### src/rtl/acsr_pkg.sv
// constants, register map and state types for the soft reset sequencer
// assumes a 20 MHz core clock and a 32-bit APB register bus
package acsr_pkg;

    // clock and timing
    localparam int unsigned CLK_PERIOD_NS   = 50;
    localparam int unsigned BUSY_LIMIT_NS   = 400;  // busy_assert_limit
    localparam int unsigned DRV0_HOLD_MS    = 100;  // first_drive_release_delay
    localparam int unsigned DRV1_LIMIT_MS   = 50;   // second_drive_completion_limit
    localparam int unsigned POST_GAP_NS     = 0;    // post_to_release_gap
    localparam int unsigned NS_PER_MS       = 1000000;
    localparam int unsigned BUSY_LIMIT_CYC  = BUSY_LIMIT_NS / CLK_PERIOD_NS;
    localparam int unsigned DRV0_HOLD_CYC   =
        (DRV0_HOLD_MS * NS_PER_MS + CLK_PERIOD_NS - 1) / CLK_PERIOD_NS;
    localparam int unsigned DRV1_LIMIT_CYC  =
        (DRV1_LIMIT_MS * NS_PER_MS) / CLK_PERIOD_NS;
    localparam int unsigned POST_GAP_CYC    =
        (POST_GAP_NS + CLK_PERIOD_NS - 1) / CLK_PERIOD_NS < 1 ? 1 :
        (POST_GAP_NS + CLK_PERIOD_NS - 1) / CLK_PERIOD_NS;
    localparam int unsigned DECIDE_MARGIN   = 4;
    localparam int unsigned TIMER_W         = 21;

    // register byte offsets
    localparam logic [7:0] OFS_DEVCTL = 8'h00;
    localparam logic [7:0] OFS_STATUS = 8'h04;
    localparam logic [7:0] OFS_ERROR  = 8'h08;
    localparam logic [7:0] OFS_OPTION = 8'h0c;
    localparam logic [7:0] OFS_FCSR   = 8'h10;
    localparam logic [7:0] OFS_SOCKET = 8'h14;
    localparam logic [7:0] OFS_PINREP = 8'h18;
    localparam logic [7:0] OFS_CTRL   = 8'h1c;

    // field positions
    localparam int DEVCTL_NIEN  = 1;
    localparam int DEVCTL_SRST  = 2;
    localparam int STATUS_DRDY  = 6;
    localparam int STATUS_BSY   = 7;
    localparam int OPT_SRESET   = 7;
    localparam int OPT_LEVEL    = 6;
    localparam int FCSR_INTR    = 1;
    localparam int FCSR_PWRDN   = 2;
    localparam int FCSR_BYTEIO  = 5;
    localparam int SOCKET_DRV   = 4;
    localparam int PINREP_READY = 1;
    localparam int CTRL_TWIN    = 0;

    localparam logic [7:0] DIAG_PASS = 8'h01;

    typedef enum logic [4:0] {
        S_IDLE = 5'b00001,
        S_RST  = 5'b00010,
        S_INIT = 5'b00100,
        S_POST = 5'b01000,
        S_REL  = 5'b10000
    } acsr_state_e;

    typedef struct packed {
        acsr_state_e st;
        logic [7:0]  err;
        logic        bsy;
        logic        drdy;
        logic        srst;
        logic        nIen;
        logic [7:0]  opt;
        logic        byteIo;
        logic        pwrDn;
        logic        drvSel;
        logic        twin;
        logic        intrBit;
        logic        irqN;
        logic        actPrev;
        logic        ctlRst;
        logic        pready;
        logic        pslverr;
        logic [31:0] prdata;
    } acsr_regs_s;

    localparam acsr_regs_s REGS_RST = '{
        st: S_IDLE, err: 8'h00, bsy: 1'b0, drdy: 1'b0, srst: 1'b0,
        nIen: 1'b0, opt: 8'h00, byteIo: 1'b0, pwrDn: 1'b0, drvSel: 1'b0,
        twin: 1'b0, intrBit: 1'b0, irqN: 1'b1, actPrev: 1'b0,
        ctlRst: 1'b0, pready: 1'b0, pslverr: 1'b0, prdata: 32'h0000_0000};

endpackage

### src/rtl/acsr_top.sv
// soft reset sequencer and card configuration registers, APB slave
// assumes the disk controller logic shares core_clk and drives the diag
// and interrupt inputs; there is no DMA or diagnostic handshake pin here
//
// Overview of operation
// - No passed-diagnostic or drive-active signal is driven or used.
// - Disabled interrupts leave the interrupt output inactive, not floating.
// - No DMA mode; only programmed register access exists.
// - Soft reset restarts the controller but keeps configuration registers.
// - Single drive: busy within 400 ns of reset bit set, then init.
// - Single drive: diag result posted, busy drops once commands accepted.
// - Twin setup: every drive raises busy within 400 ns of reset set.
// - Drive 1 drops busy within 50 ms after reset bit cleared.
// - Drive 1 posts real diag result, else pass code 01h.
// - Before busy drops, ready flag reflects ability to run commands.
// - Drive 0 holds busy 100 ms in twin setup, 0 ms alone.
// - Twin drive 0 reports its result as if drive 1 passed.
// - Busy never drops before ready flag and diag result are posted; card reset (option bit 7) drops it at once.
// - Unsupported configuration bits ignore writes and read zero.
// - Option register holds mode index, level/pulse irq, card reset.
// - Function status register optional; status change needs pin register.
// - Power-down bit puts drive in lowest power until written zero.
// - Interrupt request bit is pending interrupt gated by enable.
// - Memory-only mode keeps interrupt bit but no hardware interrupt.
// - Byte I/O hint is stored only, never changes data width.
// - Pin replacement register present only when ready must be reported.
//
// Added by the designer: the APB interface to the registers and the register addresses.
`timescale 1ns/1ps
module acsr_top
    import acsr_pkg::*;
#(
    parameter int unsigned HOLD0_CYC = DRV0_HOLD_CYC,
    parameter int unsigned DRV1_CYC  = DRV1_LIMIT_CYC,
    parameter bit          HAS_FCSR  = 1'b1,
    parameter bit          HAS_PINREP = 1'b1
) (
    input  wire logic        core_clk,
    input  wire logic        rstn,
    input  wire logic        psel,
    input  wire logic        penable,
    input  wire logic        pwrite,
    input  wire logic [7:0]  paddr,
    input  wire logic [31:0] pwdata,
    output logic [31:0]      prdata,
    output logic             pready,
    output logic             pslverr,
    input  wire logic        diagDone,
    input  wire logic [7:0]  diagResult,
    input  wire logic        driveReady,
    input  wire logic        intPending,
    output logic             ctlResetOut,
    output logic             busyOut,
    output logic             readyOut,
    output logic             irqReqN,
    output logic             powerDownOut,
    output logic             hostByteIoHint,
    output logic             driveSelOut
);
    localparam int unsigned DECIDE_CYC = DRV1_CYC - DECIDE_MARGIN;

    // refuse windows the counter or the decision margin cannot hold
    if (HOLD0_CYC >= (1 << TIMER_W) || DRV1_CYC >= (1 << TIMER_W) ||
        DRV1_CYC <= DECIDE_MARGIN + POST_GAP_CYC || HOLD0_CYC < 1) begin : g_bad
        $error("acsr_top: timer parameters out of range");
    end

    acsr_regs_s r;
    acsr_regs_s n;
    logic       tmrStart;
    logic       tmrExp;
    logic       setupPh;
    logic       wrEn;

    acsr_timer #(
        .W       (TIMER_W)
    ) u_timer (
        .core_clk(core_clk),
        .rstn    (rstn),
        .start   (tmrStart),
        .loadVal (r.drvSel ? TIMER_W'(DECIDE_CYC) : TIMER_W'(HOLD0_CYC)),
        .expired (tmrExp)
    );

    ////////////////////////////////////////////////////////////////////////
    // register file, interrupt path and reset sequencer in one next-state
    always_comb begin
        logic [31:0] rd;
        logic        hit;
        logic        act;
        logic        memOnly;
        logic        drive1;
        rd       = 32'h0000_0000;
        hit      = 1'b1;
        act      = 1'b0;
        n        = r;
        tmrStart = 1'b0;
        memOnly  = (r.opt[5:0] == 6'h00);
        drive1   = r.twin && r.drvSel;
        // zero-wait APB: data latched at setup, pready in the access cycle
        setupPh  = psel && !penable;
        wrEn     = psel && penable && r.pready && pwrite && !r.pslverr;
        unique case ({paddr[7:2], 2'b00})
            OFS_DEVCTL: begin
                rd[DEVCTL_SRST] = r.srst;
                rd[DEVCTL_NIEN] = r.nIen;
            end
            OFS_STATUS: begin
                rd[STATUS_BSY]  = r.bsy;
                rd[STATUS_DRDY] = r.drdy;
            end
            OFS_ERROR:  rd[7:0] = r.err;
            OFS_OPTION: rd[7:0] = r.opt;
            OFS_FCSR: begin
                // absent register reads a stable zero
                rd[FCSR_INTR]   = HAS_FCSR && r.intrBit;
                rd[FCSR_PWRDN]  = HAS_FCSR && r.pwrDn;
                rd[FCSR_BYTEIO] = HAS_FCSR && r.byteIo;
            end
            OFS_SOCKET: rd[SOCKET_DRV] = r.drvSel;
            // ready seen through the I/O path only if fitted
            OFS_PINREP: rd[PINREP_READY] = HAS_PINREP && !r.bsy;
            OFS_CTRL:   rd[CTRL_TWIN] = r.twin;
            default:    hit = 1'b0;
        endcase
        n.pready = setupPh;
        if (setupPh) begin
            n.prdata  = rd;
            n.pslverr = !hit;
        end

        // other bits of each register drop on write
        if (wrEn) begin
            unique case ({paddr[7:2], 2'b00})
                OFS_DEVCTL: begin
                    n.srst = pwdata[DEVCTL_SRST];
                    n.nIen = pwdata[DEVCTL_NIEN];
                end
                OFS_OPTION: n.opt = pwdata[7:0];
                OFS_FCSR: begin
                    if (HAS_FCSR) begin
                        n.pwrDn  = pwdata[FCSR_PWRDN];
                        // kept as a hint only
                        n.byteIo = pwdata[FCSR_BYTEIO];
                    end
                end
                OFS_SOCKET: n.drvSel = pwdata[SOCKET_DRV];
                OFS_CTRL:   n.twin = pwdata[CTRL_TWIN];
                default: ;
            endcase
        end

        // interrupt bit mirrors memory-only mode too
        n.intrBit = intPending && !r.nIen;
        // no pin drive in memory-only or disabled mode
        act       = n.intrBit && !memOnly;
        n.irqN    = r.opt[OPT_LEVEL] ? !act : !(act && !r.actPrev);
        n.actPrev = act;

        // sequencer; status flags only, no handshake pins
        unique case (r.st)
            S_IDLE: begin
                if (r.srst) begin
                    // busy one edge after the set
                    n.st     = S_RST;
                    n.bsy    = 1'b1;
                    n.drdy   = 1'b0;
                    n.ctlRst = 1'b1;
                end else begin
                    // controller leaves reset once a card reset is lifted
                    n.ctlRst = 1'b0;
                end
            end
            S_RST: begin
                if (!r.srst) begin
                    // windows start at the clearing write
                    n.st     = S_INIT;
                    n.ctlRst = 1'b0;
                    tmrStart = 1'b1;
                end
            end
            S_INIT: begin
                if (r.srst) begin
                    n.st     = S_RST;
                    n.ctlRst = 1'b1;
                end else if (drive1) begin
                    // decide early enough to meet the limit
                    if (tmrExp || (diagDone && driveReady)) begin
                        n.st   = S_POST;
                        n.err  = diagDone ? diagResult : DIAG_PASS;
                        n.drdy = driveReady;
                    end
                end else if (diagDone && (!r.twin || tmrExp)) begin
                    // hold only when twin
                    n.st   = S_POST;
                    // drive 1 taken as passed
                    n.err  = diagResult;
                    n.drdy = driveReady;
                end
            end
            S_POST: begin
                // results stand at least a cycle first
                n.st  = S_REL;
                n.bsy = 1'b0;
            end
            S_REL: n.st = S_IDLE;
            default: n.st = S_IDLE;
        endcase

        // card soft reset clears all but itself; the ATA reset does not
        if (r.opt[OPT_SRESET]) begin
            n.st     = S_IDLE;
            n.bsy    = 1'b0;
            n.drdy   = 1'b0;
            n.err    = 8'h00;
            n.srst   = 1'b0;
            n.nIen   = 1'b0;
            n.opt    = {n.opt[OPT_SRESET], 7'h00};
            n.byteIo = 1'b0;
            n.pwrDn  = 1'b0;
            n.drvSel = 1'b0;
            n.twin   = 1'b0;
            n.irqN   = 1'b1;
            n.ctlRst = 1'b1;
        end
    end

    ////////////////////////////////////////////////////////////////////////
    // single state register
    always_ff @(posedge core_clk) begin
        if (!rstn) begin
            r <= REGS_RST;
        end else begin
            r <= n;
        end
    end

    // every output straight from the state register; DMA absent
    assign prdata         = r.prdata;
    assign pready         = r.pready;
    assign pslverr        = r.pslverr;
    assign ctlResetOut    = r.ctlRst;
    assign busyOut        = r.bsy;
    assign readyOut       = r.drdy;
    assign irqReqN        = r.irqN;
    assign powerDownOut   = r.pwrDn;
    assign hostByteIoHint = r.byteIo;
    assign driveSelOut    = r.drvSel;

    ////////////////////////////////////////////////////////////////////////
    // checks; elapsed counts cycles since the reset bit was cleared
    localparam int BsyMax = BUSY_LIMIT_CYC;
    logic [TIMER_W-1:0] elapsed;

    always_ff @(posedge core_clk) begin
        if (!rstn || r.st == S_RST) begin
            elapsed <= '0;
        end else if (r.st == S_INIT || r.st == S_POST) begin
            elapsed <= elapsed + TIMER_W'(1);
        end
    end
endmodule

### src/rtl/acsr_timer.sv
// down-counting interval timer used for the release windows
// assumes start is a one-cycle pulse from the same clock domain
`timescale 1ns/1ps
module acsr_timer #(
    parameter int unsigned W = 21
) (
    input  wire logic         core_clk,
    input  wire logic         rstn,
    input  wire logic         start,
    input  wire logic [W-1:0] loadVal,
    output logic              expired
);
    typedef struct packed {
        logic [W-1:0] cnt;
        logic         run;
        logic         exp;
    } acsr_tmr_s;

    acsr_tmr_s r;
    acsr_tmr_s n;

    // expired rises loadVal edges after the start edge
    always_comb begin
        n = r;
        if (start) begin
            n.cnt = loadVal;
            n.run = 1'b1;
            n.exp = 1'b0;
        end else if (r.run) begin
            if (r.cnt > W'(1)) begin
                n.cnt = r.cnt - W'(1);
            end else begin
                n.run = 1'b0;
                n.exp = 1'b1;
            end
        end
    end

    always_ff @(posedge core_clk) begin
        if (!rstn) begin
            r <= '0;
        end else begin
            r <= n;
        end
    end

    assign expired = r.exp;
endmodule

### config.mk
export PLATFORM = sky130hd
export DESIGN_NAME = acsr_top
export DESIGN_NICKNAME = d
export VERILOG_FILES = /design/src/rtl/acsr_pkg.sv /design/src/rtl/acsr_top.sv /design/src/rtl/acsr_timer.sv
export SDC_FILE = /design/constraint.sdc
export NUM_CORES = 1
export LEC_CHECK = 0
export ABC_AREA = 0
export CORE_UTILIZATION = 35
export CTS_CLUSTER_DIAMETER = 60
export DETAILED_ROUTE_END_ITERATION = 6
export DONT_BUFFER_PORTS = 1
export GPL_TIMING_DRIVEN = 0
export PLACE_DENSITY = 0.5
export SETUP_SLACK_MARGIN = 0.4
export SYNTH_ARGS = -nofsm -noshare
export SYNTH_HDL_FRONTEND = slang
export SYNTH_HIERARCHICAL = 1
export SYNTH_SLANG_ARGS = --single-unit
export TNS_END_PERCENT = 5
### constraint.sdc
create_clock -name core_clk -period 2.15 [get_ports core_clk]
set_input_delay 0.215 -clock core_clk [delete_from_list [all_inputs] [get_ports core_clk]]
set_output_delay 0.215 -clock core_clk [all_outputs]
set_load 0.02 [all_outputs]
## Word-level counts from Yosys, hierarchy flattened

Cells that the tools add are included.

| word-level totals | value |
|---|---|
| register bits | 66 |
| bits of input ports | 56 |

| cells by class | value |
|---|---|
| add/sub/neg operators | 1 |
| order comparisons | 1 |
| equality and inequality tests | 21 |
| muxes and demuxes | 41 |
| bitwise gates (word level) | 3 |
| reductions and logical operators | 46 |

Operator list:

| cell | number |
|---|---|
| 2-to-1 mux 23 bit | 2 |
| 2-to-1 mux 21 bit | 2 |
| 2-to-1 mux 13 bit | 3 |
| equality test 6 x 3 -> 1 bit (second input constant) | 4 |
| > comparator 21 x 1 -> 1 bit (second input constant) | 1 |
| subtractor 21 x 1 -> 21 bit (second input constant) | 1 |
| one-hot mux 5 bit (4 select lines) | 1 |
| 2-to-1 mux 8 bit | 2 |
| AND reduction 2 bit | 8 |
| 2-to-1 mux 5 bit | 3 |
| 2-to-1 mux 1 bit | 14 |
| equality test 6 x 2 -> 1 bit (second input constant) | 2 |
| zero test 6 bit | 2 |
| 2-to-1 mux 12 bit | 1 |
| != test 3 bit (second input constant) | 4 |
| one-hot mux 1 bit (3 select lines) | 4 |
| logical AND 1 bit | 11 |
| zero test 1 bit | 10 |
| nonzero test 2 bit | 5 |
| != test 4 bit (second input constant) | 2 |
| AND reduction 4 bit | 2 |
| OR reduction 8 bit | 1 |
| equality test 6 x 1 -> 1 bit (second input constant) | 1 |
| 2-to-1 mux 2 bit | 3 |
| other kinds (16) | 24 |

## Depth between registers and ports, before layout

| logic depth | value |
|---|---|
| depth after elaboration | 7 |
| mapped depth | 11 |

## Hierarchy

Netlist, hierarchy kept.

Modules (own cells, without submodules):

| module | instances | cells an instance | area each (um^2) | sequential area each (um^2) |
|---|---|---|---|---|
| acsr_top | 1 | 279 | 2299.7 | 860.8 |
| acsr_timer | 1 | 167 | 1435.1 | 460.4 |

## Worst setup path after synthesis

Ideal clock, no wire load.

| timing path | value |
|---|---|
| path type | register -> register |
| from | reg r[64] (netlist bit) |
| to | reg u_timer/r[14] (netlist bit) |
| library setup time | 0.135 ns |
| data arrival time | 1.969 ns |
| data required time | 2.015 ns |
| setup slack | 0.047 ns |
| stages on the path, launching flop included | 12 |
| path buffers | 3 |
| period minus slack after synthesis | 2.103 ns |
| cells stage by stage | dfxtp_1 > clkbuf_1 > nor3_1 > nand3b_1 > nor2_1 > clkbuf_1 > inv_1 > clkbuf_1 > nand2_1 > nor2_1 > a32oi_1 > o21ai_0 |

| between the ends | value |
|---|---|
| cells in the longest elaborated chain, start to end | 4 |

RTL lines:

| element | RTL line | text |
|---|---|---|
| from (decl) | acsr_top.sv:68 | `acsr_regs_s r;` |
| from (signal assigned) | acsr_top.sv:234 | `r <= n;` |
| equality test 5 x 2 -> 1 bit * | acsr_top.sv:161 | `unique case (r.st)` |
| 2-to-1 mux 1 bit * | acsr_top.sv:161 |  |
| named net tmrStart | acsr_top.sv:70 | `logic tmrStart;` |
| nonzero test 2 bit (no source line) | - |  |
| AND reduction 2 bit (no source line) | - |  |
| to (signal assigned) | acsr_timer.sv:43 | `r <= n;` |
| to (decl) | acsr_timer.sv:19 | `acsr_tmr_s r;` |

The timed path passes the listed nets; every way through them passes the cells marked *.
A chain may end at the register's enable or synchronous reset.

## Worst setup path in the final report

| timing path | value |
|---|---|
| from | reg u_timer/r[3] (netlist bit) |
| to | reg u_timer/r[2] (netlist bit) |

| between the ends | value |
|---|---|
| cells in the longest elaborated chain, start to end | 3 |

RTL lines:

| element | RTL line | text |
|---|---|---|
| > comparator 21 x 1 -> 1 bit | acsr_timer.sv:30 | `if (r.cnt > W'(1)) begin` |
| nonzero test 2 bit (no source line) | - |  |
| AND reduction 2 bit (no source line) | - |  |

Every way passes these cells.

==> impl_results.md <==
* WP buf/inv at 2
* Clock power frac at 48.1%
* Router iterations before antenna repair at 4
* Largest net degree at the start of global routing at 14
* Total number of yosys warnings at 6
* R2r startpoint: u_timer/r[3]
* Main combinational cell family by area after synthesis: simple AND/OR/NAND/NOR gates
* Rows at 37
* Number of max-cap violations at 0
* Hold WC Path Type: in -> reg
* Fraction of the cycle the final worst path needs at 88.46%
* Crit path capture type: register
* R2r setup slk at 250 ps
* Hold_sp: pwdata[1]
* Compound-Gate Fraction of Synth Area at 18.43%
* Cell Area, Synth at 3735 um2
* Layout cell share with drive strength beyond 1 at 21.92%
* I/O pin count at 97
* Startpoint types: register
* Core ar. at 10,320 um2
* DIE AREA at 11,090 um2
* Area growth syn-to-layout at 24.72%
* Final hold violation count at 0
* CTS buffer count at 9
* Int Pwr at 2.091 mW
* Vias in the first global route at 3,189
* Fin. max-slew vios at 0
* Net Sw Power at 0.6851 mW
* DP Worst Slack at 52.94 ps
* Die span in x at 105.3 um
* Final setup margin at 248.1 ps
* CP top delay family: compound AO/OA/AOI/OAI gates
* Die Ht at 105.3 um
* HPWL Detailed at 7316 um
* Post-Synth XOR/XNOR Area at 1.642%
* Layout Nets at 573
* Worst skew pair latency at 340 ps
* FMAX at 525.8 MHz
* CTS H-tree lvls at 3
* CP Data Required Time at 2380 ps
* Clk buf depth at 2
* Distinct cells, synth at 69
* First-pass GRT wire length at 16,790 um
* Synth Area in Simple Gates at 28.27%
* Worst r2r dst: u_timer/r[2]
* # setup viols final at 0
* Average cell area after synthesis at 8.374 um2
* Gr usage total at 19.10%
* Seq/Total Area, Yosys at 35.38%
* Port bufs at 0
* Power Total at 2.776 mW
* Vias per inst at 5.172
* Clock Tree Root: clkbuf_8
* CTS tree: built
* Leak pwr at 1.911 nW
* Post-synth EDFFs at 0
* Drt wl/cell at 15.68 um
* Total grt overflow at 0
* Filler Cell Count at 1,050
* Final setup TNS at 0 ps
* Max incr delay on CP at 390 ps
* #FFs+latches synth at 66
* Final min period at 1902 ps
* CTS clk-pin slew, worst paths at 90 ps
* Setup Crit Path Kind: reg -> reg
* Final Skew at 15.96 ps
* Slowest stage cell, crit path: dfxtp_2
* Switch share at 24.68%
* Worst slew pin tran at 562.6 ps
* PD cells at 595.9 nW/um2
* DRC at 0
* Ant diodes at 0
* Utilization after layout at 45.12%
* Number of cells produced by synthesis at 446
* Seq pwr share at 44.7%
* Slew headroom at 62.18%
* Leading cell type in the layout, fill and taps excluded: dfxtp_1
* Post-DRT Antenna Nets at 0
* Worst VDD drop at 0.0003283 V
* Setup repair after global routing missed its margin: yes
* Initial DRC Count at 152
* Logic gate share of total power at 7.2%
* CP max FO at 10
* Worst EP arrival at 2130 ps
* DR vias at 3,393
* Gpl congestion at 0.8287
* Synth Area in Adders at 0.6700%
* Initial antenna violation count at 0
* FF-to-FF path depth at 7
* FFs w/ async S/R, synth at 0%
* Most frequent cells in the layout: dfxtp_1 (64), nand2_1 (55), buf_4 (48), o21ai_0 (34), conb_1 (34)
* Hold Path Depth at 2
* Starting Density at 36.18%
* Ys flop type: dfxtp_1
* Status: finished, final reports clean
* Worst-path cell chain: inv_1, ha_1, o2111a_1, a21oi_1, buf_4, xnor2_1, o211a_1
* DRT Wirelength at 10,290 um
* WHS Endpoint: r[50]
* Multiplexer area fraction after synthesis at 4.958%
* Clk sinks at 66
==> layer usage <==
| metal | global-route usage (%) | wire length (um) |
|---|---|---|
| met4 | 4.527 | 37 |
| met5 | 0 | 0 |
| met1 | 26.13 | 4976 |
| met3 | 4.700 | 617 |
| met2 | 30.08 | 4658 |
==> per-stage QoR <==
| step | hold WS, ps | cells | area, um2 |
|---|---|---|---|
| floorplan | 340.6 | 478 | 3884 |
| global placement | 350.4 | 614 | 4054 |
| detailed placement | 357.6 | 614 | 4054 |
| CTS | 0.8354 | 643 | 4458 |
| global route | -0.03947 | 656 | 4658 |
| finish | 5.948 | 656 | 4658 |
==> final cells by class <==
cell class / count / area, um2 / share of cell area (%)
multi-input combinational: 346 / 2265 / 48.62
inverter: 10 / 37.54 / 0.8058
timing repair buffer: 25 / 215.2 / 4.620
clock inverter: 7 / 125.1 / 2.686
clock buffer: 9 / 123.9 / 2.659
sequential: 66 / 1324 / 28.42
tap: 136 / 170.2 / 3.653
buffer: 57 / 397.9 / 8.542
==> sequential cells by signal (all words and copies together) (netlist names) <==
signal / count
busyOut: 1
ctlResetOut: 1
driveSelOut: 1
hostByteIoHint: 1
irqReqN: 1
powerDownOut: 1
prdata: 8
pready: 1
pslverr: 1
r: 26
readyOut: 1
u_timer/expired: 1
u_timer/r: 22
==> worst max path at each step <==
stage	from	endpoint	slack [ps]	depth (start not counted)
global placement	u_timer/r[6]	u_timer/r[14]	60	5
CTS	u_timer/r[10]	u_timer/r[10]	180	6
floorplan	r[65]	u_timer/r[14]	400	11
global route	u_timer/r[3]	u_timer/r[5]	170	7
detailed placement	r[65]	u_timer/r[15]	50	10
finish	u_timer/r[3]	u_timer/r[2]	250	7
==> power groups by stage <==
| stage | clock network [mW] | registers (mW) | logic (mW) |
|---|---|---|---|
| 2_1_floorplan | 0 | 1.27 | 0.152 |
| 3_3_place_gp | 0 | 1.27 | 0.178 |
| 3_5_place_dp | 0 | 1.27 | 0.178 |
| 4_1_cts | 1.35 | 1.24 | 0.192 |
| 5_1_grt | 1.43 | 1.24 | 0.218 |
| 6_report | 1.33 | 1.24 | 0.200 |
==> timing repair <==
item / 4_1_cts / 5_1_grt
gates resized for setup: 11 / 24
hold endpoints to repair: 8 / 3
buffers inserted: 4 / 10
hold buffers: 9 / 2
pin swaps: 2 / 9
gates cloned: 0 / 1
endpoints found under the setup margin: 43 / 40
==> synthesized netlist by cell type (all sizes together) (3+ instances only) <==
| master | number | area [um2] |
|---|---|---|
| nor2 | 22 | 85.09 |
| a32oi | 4 | 35.03 |
| a21oi | 8 | 40.04 |
| o22ai | 5 | 31.28 |
| inv | 10 | 37.54 |
| o41ai | 5 | 51.30 |
| nand4b | 3 | 26.28 |
| or2 | 4 | 27.53 |
| nand2 | 57 | 214.0 |
| xor2 | 3 | 26.28 |
| clkbuf | 20 | 75.07 |
| o211ai | 3 | 22.52 |
| o31ai | 4 | 30.03 |
| nand4 | 5 | 46.29 |
| a31oi | 7 | 43.79 |
| a22oi | 8 | 60.06 |
| nor2b | 9 | 56.30 |
| nand3 | 26 | 142.6 |
| or3 | 4 | 26.28 |
| mux2i | 14 | 140.1 |
| mux2 | 4 | 45.04 |
| o21ai | 38 | 201.4 |
| nor4 | 10 | 105.1 |
| buf | 37 | 277.8 |
| nor3 | 11 | 82.58 |
| and2 | 5 | 31.28 |
| dfxtp | 66 | 1321 |
| or4 | 7 | 56.30 |
| xnor2 | 4 | 35.03 |
| nand2b | 7 | 43.79 |
| o311ai | 3 | 26.28 |
| a21boi | 3 | 22.52 |
==> cell families (layout without fill, tap and decap cells) <==
family | count (synthesis) | after routing
and+or+nand+nor | 183 | 183
AOI/OAI and AO/OA | 101 | 102
buffers and inverters | 67 | 108
DFF | 66 | 66
muxes | 18 | 18
xor gates and xnor gates | 7 | 7
adders and majority gates | 2 | 2
other | 2 | 34
Note: power is estimated with default switching activity, not from simulation.
